==> src/hw/fswd_regs.svh <==
// constants of the flash settings write decoder: codes, byte indices, fields, offsets, resets
`ifndef FSWD_REGS_SVH
`define FSWD_REGS_SVH

// ==========================================================================
// report codes
`define FSWD_CMD_FLASH_WRITE 8'hb1
`define FSWD_SUB_CHIP 8'h00
`define FSWD_SUB_PIN 8'h01

// ==========================================================================
// byte indices within a report
`define FSWD_IDX_CMD 6'h00
`define FSWD_IDX_SUB 6'h01
`define FSWD_IDX_PIN0 6'h02
`define FSWD_IDX_PIN1 6'h03
`define FSWD_IDX_EDGE 6'h05
`define FSWD_IDX_VID_LO 6'h06
`define FSWD_IDX_VID_HI 6'h07
`define FSWD_IDX_PID_LO 6'h08
`define FSWD_IDX_PID_HI 6'h09
`define FSWD_IDX_ATTR 6'h0a
`define FSWD_IDX_CURRENT 6'h0b
`define FSWD_IDX_PW_FIRST 6'h0c
`define FSWD_IDX_PW_LAST 6'h13

// ==========================================================================
// field positions
`define FSWD_NEG_BIT 6
`define FSWD_POS_BIT 5
`define FSWD_REF_HI 4
`define FSWD_REF_LO 3
`define FSWD_SRC_BIT 2
`define FSWD_PIN_LVL_BIT 4
`define FSWD_PIN_DIR_BIT 3
`define FSWD_PIN_FN_HI 2
`define FSWD_PIN_FN_GENERAL 3'h0

// status and mask bits
`define FSWD_ST_CHIP 0
`define FSWD_ST_PIN 1
`define FSWD_ST_IGNORED 2
`define FSWD_ST_EDGE 3

// ==========================================================================
// register byte offsets
`define FSWD_REG_STATUS 5'h00
`define FSWD_REG_MASK 5'h04
`define FSWD_REG_CHIP 5'h08
`define FSWD_REG_USB_ID 5'h0c
`define FSWD_REG_USB_POWER 5'h10
`define FSWD_REG_PIN 5'h14
`define FSWD_REG_PW_INDEX 5'h18
`define FSWD_REG_PW_DATA 5'h1c

// ==========================================================================
// reset values
`define FSWD_RST_CHIP 5'h00
`define FSWD_RST_VID 16'h0000
`define FSWD_RST_PID 16'h0000
`define FSWD_RST_ATTR 8'h00
`define FSWD_RST_CURRENT 9'h000
`define FSWD_RST_PIN 5'h08
`define FSWD_RST_MASK 4'h0

// read wait states: two cycles so the password memory output is registered in time
`define FSWD_RD_LAST_PHASE 2'h2

`endif
==> src/hw/fswd_pkg.sv <==
// types of the flash settings write decoder
package fswd_pkg;

	typedef enum logic [1:0] {PS_HEAD, PS_CHIP, PS_PIN, PS_SKIP} fswd_parse_type;

	typedef struct packed {
		logic valid;
		logic last;
		logic [7:0] data;
	} fswd_byte_type;

	typedef struct packed {
		logic negEdgeEn;
		logic posEdgeEn;
		logic [1:0] adcRefLevel;
		logic adcRefInternal;
	} fswd_chip_type;

	typedef struct packed {
		logic [15:0] productId;
		logic [15:0] vendorId;
		logic [7:0] powerAttr;
		logic [8:0] currentMa;
	} fswd_usb_type;

	typedef struct packed {
		logic level;
		logic dirInput;
		logic [2:0] func;
	} fswd_pin_type;

endpackage

==> src/hw/fswd_decoder.sv <==
// flash settings write decoder: report parser, settings store, status, Avalon-MM slave
//
// Behaviour
// - a report whose byte zero is the flash-write code is a flash settings write
// - sub-code one at byte one means the following bytes are pin settings
// - chip byte five bit six enables the flag on a falling monitored edge
// - chip byte five bit five enables the flag on a rising monitored edge
// - byte five bits four..three pick internal converter reference level, zero means off
// - byte five bit two: one internal reference, zero supply voltage
// - vendor identifier is byte six low, byte seven high
// - product identifier is byte eight low, byte nine high
// - byte ten is kept and presented as the power attributes
// - requested bus current reported is twice the stored byte eleven
// - bytes twelve to nineteen are the password guarding later flash changes
// - pin byte bit four is the power-up output level of a general output
// - pin byte bit three: one input, zero output, only for general operation
// - pin zero function: 000 general, 001 receive led, 010 suspend indicator
// - pin byte three holds pin one settings laid out as pin zero
// - pin one function: general, clock, converter, transmit led, interrupt detection
`timescale 1ns/10ps
`include "fswd_regs.svh"
module fswd_decoder
	import fswd_pkg::*;
#(
	parameter int REPORT_LEN = 64
) (
	input wire logic clk_sys,
	input wire logic srst,
	input wire fswd_byte_type rptIn,
	input wire logic intMonitor,
	output fswd_chip_type chipCfg,
	output fswd_usb_type usbCfg,
	output fswd_pin_type pin0Cfg,
	output fswd_pin_type pin1Cfg,
	output logic [1:0] pinOut,
	output logic [1:0] pinOeN,
	output logic irq,
	input wire logic [4:0] address,
	input wire logic read,
	input wire logic write,
	input wire logic [31:0] writedata,
	input wire logic [3:0] byteenable,
	output logic [31:0] readdata,
	output logic waitrequest
);

	if (REPORT_LEN < 20 || REPORT_LEN > 64) begin : gLenCheck
		$error("fswd_decoder: REPORT_LEN must lie in 20..64");
	end

	// the password span has to fill exactly one bank of the store
	if (`FSWD_IDX_PW_LAST - `FSWD_IDX_PW_FIRST != 6'h07) begin : gPwCheck
		$error("fswd_decoder: password span must be eight bytes");
	end

	// ======================================================================
	// state
	typedef struct packed {
		// parser position
		fswd_parse_type parse;
		logic [5:0] idx;
		logic cmdHit;
		// shadow copies: only a complete report commits them
		fswd_chip_type chipSh;
		logic [15:0] vidSh;
		logic [15:0] pidSh;
		logic [7:0] attrSh;
		logic [7:0] curSh;
		fswd_pin_type pin0Sh;
		fswd_pin_type pin1Sh;
		// committed settings
		fswd_chip_type chip;
		fswd_usb_type usb;
		fswd_pin_type pin0;
		fswd_pin_type pin1;
		logic pwBank;
		// power-up pin drive
		logic [1:0] pinOut;
		logic [1:0] pinOeN;
		// status and bus side
		logic [3:0] status;
		logic [3:0] mask;
		logic irq;
		logic [2:0] pwIndex;
		logic [1:0] rdPhase;
		logic [31:0] rdata;
		// monitored pin: two-flop synchroniser, then edge history
		logic syncA;
		logic syncB;
		logic monPrev;
	} fswd_state_type;

	fswd_state_type st_r;
	fswd_state_type st_nxt;

	logic pwWrEn;
	logic [3:0] pwWrAddr;
	logic [3:0] pwRdAddr;
	logic [7:0] pwRdData;
	logic [5:0] pwOff;
	logic [1:0] drive;
	logic [1:0] levelBits;
	logic [31:0] rdMux;

	// ======================================================================
	// password memory
	// two banks: a report cut short never disturbs the committed password
	// only the password bytes of a chip report reach the store
	assign pwOff = 6'(st_r.idx - `FSWD_IDX_PW_FIRST);
	assign pwWrEn = rptIn.valid && st_r.parse == PS_CHIP && st_r.idx >= `FSWD_IDX_PW_FIRST
		&& st_r.idx <= `FSWD_IDX_PW_LAST;
	// writes go to the idle bank, reads come from the committed one
	assign pwWrAddr = {~st_r.pwBank, pwOff[2:0]};
	assign pwRdAddr = {st_r.pwBank, st_r.pwIndex};

	fswd_pw_mem #(
		.WIDTH(8),
		.DEPTH(16)
	) uPwMem (
		.clk_sys(clk_sys),
		.wrEn(pwWrEn),
		.wrAddr(pwWrAddr),
		.wrData(rptIn.data),
		.rdAddr(pwRdAddr),
		.rdData(pwRdData)
	);

	// ======================================================================
	// per-pin power-up drive
	fswd_pin_type pinCfgs [2];
	assign pinCfgs[0] = st_r.pin0;
	assign pinCfgs[1] = st_r.pin1;

	for (genvar p = 0; p < 2; p++) begin : gPin
		// direction only counts in general-purpose operation
		assign drive[p] = pinCfgs[p].func == `FSWD_PIN_FN_GENERAL && !pinCfgs[p].dirInput;
		// the level is presented even while undriven; the enable alone decides
		assign levelBits[p] = pinCfgs[p].level;
	end

	// ======================================================================
	// register read multiplexer
	always_comb begin
		case (address)
			`FSWD_REG_STATUS: rdMux = {28'h0, st_r.status};
			`FSWD_REG_MASK: rdMux = {28'h0, st_r.mask};
			`FSWD_REG_CHIP: rdMux = {27'h0, st_r.chip};
			`FSWD_REG_USB_ID: rdMux = {st_r.usb.productId, st_r.usb.vendorId};
			`FSWD_REG_USB_POWER: rdMux = {15'h0, st_r.usb.currentMa, st_r.usb.powerAttr};
			`FSWD_REG_PIN: rdMux = {19'h0, st_r.pin1, 3'h0, st_r.pin0};
			`FSWD_REG_PW_INDEX: rdMux = {29'h0, st_r.pwIndex};
			`FSWD_REG_PW_DATA: rdMux = {24'h0, pwRdData};
			default: rdMux = 32'h0;
		endcase
	end

	// ======================================================================
	// next state
	always_comb begin
		logic [3:0] evSet;
		logic [3:0] evClr;
		logic commitChip;
		logic commitPin;
		logic rise;
		logic fall;
		evSet = 4'h0;
		evClr = 4'h0;
		commitChip = 1'b0;
		commitPin = 1'b0;
		rise = 1'b0;
		fall = 1'b0;
		st_nxt = st_r;

		// monitored input: two flops, then edge detect
		st_nxt.syncA = intMonitor;
		st_nxt.syncB = st_r.syncA;
		st_nxt.monPrev = st_r.syncB;
		// history resets low: a pin idling high shows one rise, harmless as the enables reset off
		rise = st_r.syncB && !st_r.monPrev;
		fall = !st_r.syncB && st_r.monPrev;
		if ((rise && st_r.chip.posEdgeEn) || (fall && st_r.chip.negEdgeEn)) begin
			evSet[`FSWD_ST_EDGE] = 1'b1;
		end

		// ------------------------------------------------------------------
		// report parser
		if (rptIn.valid) begin
			// index saturates so an overlong report never wraps onto byte zero
			if (st_r.idx != 6'(REPORT_LEN - 1)) begin
				st_nxt.idx = 6'(st_r.idx + 6'h01);
			end
			case (st_r.parse)
				// byte zero picks the command, byte one the kind of settings
				PS_HEAD: begin
					if (st_r.idx == `FSWD_IDX_CMD) begin
						st_nxt.cmdHit = rptIn.data == `FSWD_CMD_FLASH_WRITE;
						if (rptIn.data != `FSWD_CMD_FLASH_WRITE) begin
							st_nxt.parse = PS_SKIP;
						end
					end else if (rptIn.data == `FSWD_SUB_CHIP) begin
						st_nxt.parse = PS_CHIP;
					end else if (rptIn.data == `FSWD_SUB_PIN) begin
						st_nxt.parse = PS_PIN;
					end else begin
						st_nxt.parse = PS_SKIP;
					end
				end
				PS_CHIP: begin
					// bytes two to four and twenty onward are not this block's
					case (st_r.idx)
						`FSWD_IDX_EDGE: begin
							st_nxt.chipSh.negEdgeEn = rptIn.data[`FSWD_NEG_BIT];
							st_nxt.chipSh.posEdgeEn = rptIn.data[`FSWD_POS_BIT];
							st_nxt.chipSh.adcRefLevel = rptIn.data[`FSWD_REF_HI:`FSWD_REF_LO];
							st_nxt.chipSh.adcRefInternal = rptIn.data[`FSWD_SRC_BIT];
						end
						`FSWD_IDX_VID_LO: st_nxt.vidSh[7:0] = rptIn.data;
						`FSWD_IDX_VID_HI: st_nxt.vidSh[15:8] = rptIn.data;
						`FSWD_IDX_PID_LO: st_nxt.pidSh[7:0] = rptIn.data;
						`FSWD_IDX_PID_HI: st_nxt.pidSh[15:8] = rptIn.data;
						`FSWD_IDX_ATTR: st_nxt.attrSh = rptIn.data;
						`FSWD_IDX_CURRENT: st_nxt.curSh = rptIn.data;
						default: begin
						end
					endcase
				end
				PS_PIN: begin
					// bits seven to five are dropped
					if (st_r.idx == `FSWD_IDX_PIN0) begin
						st_nxt.pin0Sh.level = rptIn.data[`FSWD_PIN_LVL_BIT];
						st_nxt.pin0Sh.dirInput = rptIn.data[`FSWD_PIN_DIR_BIT];
						st_nxt.pin0Sh.func = rptIn.data[`FSWD_PIN_FN_HI:0];
					end else if (st_r.idx == `FSWD_IDX_PIN1) begin
						st_nxt.pin1Sh.level = rptIn.data[`FSWD_PIN_LVL_BIT];
						st_nxt.pin1Sh.dirInput = rptIn.data[`FSWD_PIN_DIR_BIT];
						st_nxt.pin1Sh.func = rptIn.data[`FSWD_PIN_FN_HI:0];
					end
				end
				PS_SKIP: begin
				end
				default: st_nxt.parse = PS_SKIP;
			endcase

			// ------------------------------------------------------------------
			// end of report: commit only a complete flash-write of a known kind
			// a report stopped before its last field is flagged, never half stored
			if (rptIn.last) begin
				commitChip = st_r.parse == PS_CHIP && st_r.idx >= `FSWD_IDX_PW_LAST;
				commitPin = st_r.parse == PS_PIN && st_r.idx >= `FSWD_IDX_PIN1;
				if (!commitChip && !commitPin && (st_nxt.cmdHit || st_r.parse != PS_SKIP)) begin
					evSet[`FSWD_ST_IGNORED] = 1'b1;
				end
				st_nxt.parse = PS_HEAD;
				st_nxt.idx = `FSWD_IDX_CMD;
				st_nxt.cmdHit = 1'b0;
			end
		end

		if (commitChip) begin
			st_nxt.chip = st_nxt.chipSh;
			st_nxt.usb.vendorId = st_nxt.vidSh;
			st_nxt.usb.productId = st_nxt.pidSh;
			st_nxt.usb.powerAttr = st_nxt.attrSh;
			st_nxt.usb.currentMa = {st_nxt.curSh, 1'b0};
			st_nxt.pwBank = !st_r.pwBank;
			evSet[`FSWD_ST_CHIP] = 1'b1;
		end
		if (commitPin) begin
			st_nxt.pin0 = st_nxt.pin0Sh;
			st_nxt.pin1 = st_nxt.pin1Sh;
			evSet[`FSWD_ST_PIN] = 1'b1;
		end

		// power-up drive of the pins: level on both pins, drive enable only where the pin is a general output
		st_nxt.pinOut = levelBits;
		st_nxt.pinOeN = ~drive;

		// ------------------------------------------------------------------
		// register writes, no wait states
		// byte lane zero gates every write: all writable fields live there
		if (write) begin
			case (address)
				`FSWD_REG_STATUS: if (byteenable[0]) evClr = writedata[3:0];
				`FSWD_REG_MASK: if (byteenable[0]) st_nxt.mask = writedata[3:0];
				`FSWD_REG_PW_INDEX: if (byteenable[0]) st_nxt.pwIndex = writedata[2:0];
				default: begin
				end
			endcase
		end

		// ------------------------------------------------------------------
		// register reads: phase 0 addresses memory, phase 1 loads data, phase 2 answers
		if (read) begin
			if (st_r.rdPhase == `FSWD_RD_LAST_PHASE) begin
				st_nxt.rdPhase = 2'h0;
			end else begin
				st_nxt.rdPhase = 2'(st_r.rdPhase + 2'h1);
			end
			if (st_r.rdPhase == 2'h1) begin
				st_nxt.rdata = rdMux;
			end
		end else begin
			st_nxt.rdPhase = 2'h0;
		end

		// sticky status: an event in the clearing cycle survives
		st_nxt.status = (st_r.status & ~evClr) | evSet;
		// irq from next values so it rises on the same edge as its status bit
		st_nxt.irq = |(st_nxt.status & st_nxt.mask);
	end

	// ======================================================================
	// registers
	always_ff @(posedge clk_sys) begin
		if (srst) begin
			st_r <= '0;
			st_r.parse <= PS_HEAD;
			st_r.chipSh <= `FSWD_RST_CHIP;
			st_r.chip <= `FSWD_RST_CHIP;
			st_r.usb <= {`FSWD_RST_PID, `FSWD_RST_VID, `FSWD_RST_ATTR, `FSWD_RST_CURRENT};
			// pins wake as general inputs: nothing is driven before a pin commit
			st_r.pin0Sh <= `FSWD_RST_PIN;
			st_r.pin1Sh <= `FSWD_RST_PIN;
			st_r.pin0 <= `FSWD_RST_PIN;
			st_r.pin1 <= `FSWD_RST_PIN;
			st_r.pinOeN <= 2'h3;
			st_r.mask <= `FSWD_RST_MASK;
		end else begin
			st_r <= st_nxt;
		end
	end

	// ======================================================================
	// outputs
	assign chipCfg = st_r.chip;
	assign usbCfg = st_r.usb;
	assign pin0Cfg = st_r.pin0;
	assign pin1Cfg = st_r.pin1;
	assign pinOut = st_r.pinOut;
	assign pinOeN = st_r.pinOeN;
	assign irq = st_r.irq;
	assign readdata = st_r.rdata;
	// writes never wait; reads wait until the registered data stands
	assign waitrequest = read && st_r.rdPhase != `FSWD_RD_LAST_PHASE;

endmodule

==> src/hw/fswd_pw_mem.sv <==
// password store: two banks, registered read port
`timescale 1ns/10ps
module fswd_pw_mem #(
	parameter int WIDTH = 8,
	parameter int DEPTH = 16
) (
	input wire logic clk_sys,
	input wire logic wrEn,
	input wire logic [$clog2(DEPTH)-1:0] wrAddr,
	input wire logic [WIDTH-1:0] wrData,
	input wire logic [$clog2(DEPTH)-1:0] rdAddr,
	output logic [WIDTH-1:0] rdData
);

	if (DEPTH < 2 || (DEPTH & (DEPTH - 1)) != 0) begin : gDepthCheck
		$error("fswd_pw_mem: DEPTH must be a power of two");
	end

	logic [WIDTH-1:0] mem [DEPTH];

	always_ff @(posedge clk_sys) begin
		if (wrEn) begin
			mem[wrAddr] <= wrData;
		end
		rdData <= mem[rdAddr];
	end

endmodule

==> config.mk <==
export PLATFORM = sky130hd
export DESIGN_NAME = fswd_decoder
export DESIGN_NICKNAME = d
export VERILOG_FILES = /design/src/hw/fswd_pkg.sv /design/src/hw/fswd_decoder.sv /design/src/hw/fswd_pw_mem.sv
export VERILOG_INCLUDE_DIRS = /design/src /design/src/hw
export SDC_FILE = /design/constraint.sdc
export NUM_CORES = 1
export LEC_CHECK = 0
export ABC_AREA = 0
export BUFFER_PORTS_ARGS = -buffer_cell sky130_fd_sc_hd__buf_2
export CAP_MARGIN = 20
export CORE_UTILIZATION = 65
export CTS_BUF_LIST = sky130_fd_sc_hd__clkbuf_4
export DETAILED_ROUTE_END_ITERATION = 12
export PLACE_DENSITY = 0.91
export SLEW_MARGIN = 20
export SYNTH_ARGS = -nofsm -noshare
export SYNTH_HDL_FRONTEND = slang
export SYNTH_HIERARCHICAL = 1
export SYNTH_SLANG_ARGS = --single-unit
==> constraint.sdc <==
create_clock -name clk_sys -period 5.78 [get_ports clk_sys]
set_clock_uncertainty 0.15 [all_clocks]
set_input_delay 0.578 -clock clk_sys [delete_from_list [all_inputs] [get_ports clk_sys]]
set_output_delay 0.578 -clock clk_sys [all_outputs]
set_load 0.01 [all_outputs]
==> results.json <==
{
  "grt_pass1_vias": 8663,
  "detail-route-antenna-nets": 0,
  "highest_net_fanout_along_the_worst_path": 13,
  "global_route_usage_over_all_layers_pct": 27.6,
  "first_pass_grt_wire_length_mm": 45.3,
  "number_of_endpoints_failing_setup_at_the_final_stage": 0,
  "synthCells": 1120,
  "worst_hold_path.endpoint": "st_r[44]",
  "worst_slew_margin_rel_pct": 35.3,
  "tritoncts": "yes",
  "routedWlPerCell_um": 19.6,
  "p_sw_mw": 0.941,
  "met1_resource_use_gr_pct": 35.9,
  "coreArea_sq_um": 20200,
  "layout_worst_path_cycle_share_pct": 62.0,
  "clk_latency_ps": 670,
  "drive_above_1_share_pct": 24.3,
  "ys.warnings.count": 6,
  "drt_drc_violations_left": 0,
  "busiest_layer": "met2",
  "p_total_mw": 4.32,
  "hold_path_class": "primary input to flop",
  "leakagePower_nw": 5.66,
  "ys_dominant_reg_cell": "dfxtp_1",
  "sw_frac_of_total_pct": 21.8,
  "seq_power_share_pct": 55.3,
  "synth_nets": 1183,
  "met2_track_utilization_from_global_routing_pct": 45.0,
  "hold_path_depth": 3,
  "area.growth.synth_to_final_pct": 6.91,
  "tritoncts.num_buffers": 78,
  "grt.overflow.total": 0,
  "route.final.wire_length_mm": 29.2,
  "clock_power_share_pct": 42.2,
  "cts-root-buf": "clkbuf_4",
  "post_synth_edffs": 128,
  "max_cap_viol_count": 0,
  "comb_power_share_pct": 2.5,
  "dpl_worst_slack_ps": 1960,
  "async_reset_ff_share_pct": 0,
  "post_synth.cell_area_avg_sq_um": 12.0,
  "rows": 52,
  "numPortBuffers": 125,
  "die_width_um": 146,
  "intPower_mw": 3.38,
  "timing.critical_path.from_type": "flop",
  "postSynthRegisterBits": 325,
  "timing_worst_setup_path_type": "flop to flop",
  "post_synth_instance_area_sq_um": 13400,
  "end_of_the_worst_register_to_register_path": "uPwMem/mem[3][2]",
  "post_dr_vias_cell": 6.04,
  "netlist_top_cells_area": "dfxtp_1, edfxtp_1, buf_4, mux2i_1, nor2_1",
  "number_of_max_slew_violations_in_the_final_report": 0,
  "maximum_number_of_pins_on_one_net_before_global_route_repair": 99,
  "post-route-worst-setup-slack_ps": 2200,
  "cp.arrival_ps": 3710,
  "worst_endpoint_required_time_ps": 5900,
  "initial_antenna_violation_count": 2,
  "groute.layer.met3.usage_pct": 5.71,
  "r2r_slack_ps": 2200,
  "drtIter0Drc": 786,
  "routabilityCongestion": 0.887,
  "synth_sequential_area_ratio_pct": 58.1,
  "initial_core_utilization_pct": 66.3,
  "synth_cell_type_count": 66,
  "outcome": "finished clean",
  "htree_levels": 3,
  "hold_start": "writedata[3]",
  "clkTransAtPathRegs_ps": 60,
  "tightest_slew_ps": 971,
  "design.final.nets": 1226,
  "place_hpwl_mm": 18.6,
  "synth_area_leader": "dfxtp_1",
  "finalCriticalPeriod_ps": 3580,
  "detailroute.via_count": 8977,
  "power.ir.vdd_worst_mv": 0.219,
  "power.density_cell_area_nw_per_um2": 301,
  "timing.setup.tns_ps": 0,
  "r2r_start": "st_r[182]",
  "num_io_pins": 158,
  "worst_r2r_path_depth": 6,
  "timing.final.hold_violations": 0,
  "die-area_sq_um": 21200,
  "cts_sinks": 325,
  "max-clock-path-buffers": 3,
  "timing.fmax_ghz": 0.279,
  "detailedRoute.firstPassIterationCount": 5,
  "final.hold.worst_slack_ps": 54.5,
  "synth_top_area_share_pct": 29.4,
  "grt_setup_unrepaired": "no",
  "die_y_um": 146,
  "kind_of_end_point_of_the_critical_path": "flop"
}
cells in the mapped netlist, types with 13 or more instances:
master and count:
buf_4 106, a211oi_1 61, edfxtp_1 128, nand3_1 26, nand2_1 54, dfxtp_1 197, mux2i_1 69, mux4_1 14
buf_2 16, nor2_1 167, inv_1 13, clkbuf_1 42, a21oi_1 30, a22oi_1 44, mux4_2 18
kinds of logic after synthesis:
kind of cell / after synthesis / synth area share (%)
mux: 102 / 11.0
compound gates: 173 / 9.59
xor+xnor: 4 / 0.261
other cells: 1 / 0.0280
simple gates: 323 / 11.8
fa+ha+maj: 7 / 0.653
buf+inv: 185 / 8.61
flops: 325 / 58.1
critical path: stages, from the launching register on:
cell,delay (ps)
dfxtp_1,640
ha_1,490
nand2b_1,160
a31oi_1,80
nor3_1,510
or3b_2,570
nor2_1,600
worst max path at each step:
stage	end	cells past startpoint	slack (ps)	from
detailed placement	uPwMem/mem[0][5]	6	1960	st_r[182]
floorplan	uPwMem/mem[0][0]	6	2730	st_r[183]
global route	uPwMem/mem[3][3]	6	2090	st_r[182]
CTS	uPwMem/mem[0][2]	6	1990	st_r[183]
finish	uPwMem/mem[3][2]	6	2200	st_r[182]
global placement	uPwMem/mem[0][1]	6	2180	st_r[183]
layout by cell type, fill, tap and decap left out, types with 5 or more instances in the layout:
cell         n
mux4_2      18
mux4_1      14
ha_1         7
edfxtp_1   128
nor3_2       5
clkinv_1    15
a32o_1       5
nand4_1     10
a21o_1       7
dfxtp_1    195
nor2b_1      9
buf_2      124
and2_1       5
inv_1       13
nor3_1       7
nor2_1     167
nand3_1     26
a211oi_1    61
buf_4       10
clkbuf_4   112
a2bb2oi_1    5
a22oi_1     44
nand2_1     54
mux2i_1     69
a21oi_1     30
sequential cells by signal (all words and copies together) (netlist names):
register,cells
usbCfg,48
uPwMem/rdData,8
pin0Cfg,5
chipCfg,5
st_nxt,2
readdata,32
pin1Cfg,5
irq,1
pwRdAddr,4
pinOeN,2
uPwMem/mem,128
st_r,83
pinOut,2
cell type report:
type	count	area, sq um
fillers	1315	5900
flip-flops and latches	325	7790
inverters	13	48.8
clock inverters	19	125
multi-input cells	610	4490
well taps	270	338
diodes	2	5.00
clock buffers	112	841
repair buffers	135	706
metrics by stage:
step                      area (sq um)  std cells  utilization (%)
after floorplan                  13400       1120                -
after global placement           13300       1352             65.9
after detailed placement         13300       1352             65.9
after CTS                        14300       1484             70.8
after global routing             14300       1485             70.9
final                            14300       1486             70.9
routing by layer:
| metal | wire length (um) | up-vias | share of wire, % |
|---|---|---|---|
| met1 | 11700 | 4390 | 40 |
| met5 | 15 | - | 0.051 |
| met3 | 2300 | 79 | 7.9 |
| met2 | 14300 | 419 | 49 |
| li1 | - | 4087 | - |
| met4 | 881 | 2 | 3.0 |
power groups by stage:
| stage | Combinational (mW) | Sequential [mW] | Clock [mW] |
|---|---|---|---|
| floorplan | 0.0628 | 2.44 | 0 |
| global placement | 0.102 | 2.44 | 0 |
| detailed placement | 0.106 | 2.44 | 0 |
| CTS | 0.107 | 2.39 | 1.85 |
| global route | 0.117 | 2.39 | 1.97 |
| finish | 0.110 | 2.39 | 1.82 |
repair_timing:
action | in CTS | in global routing
gates resized for setup | 0 | 0
hold buffers | 1 | 0
buffers inserted | 0 | 0
hold endpoints to repair | 1 | 0
Note: power is estimated with default switching activity, not from simulation.
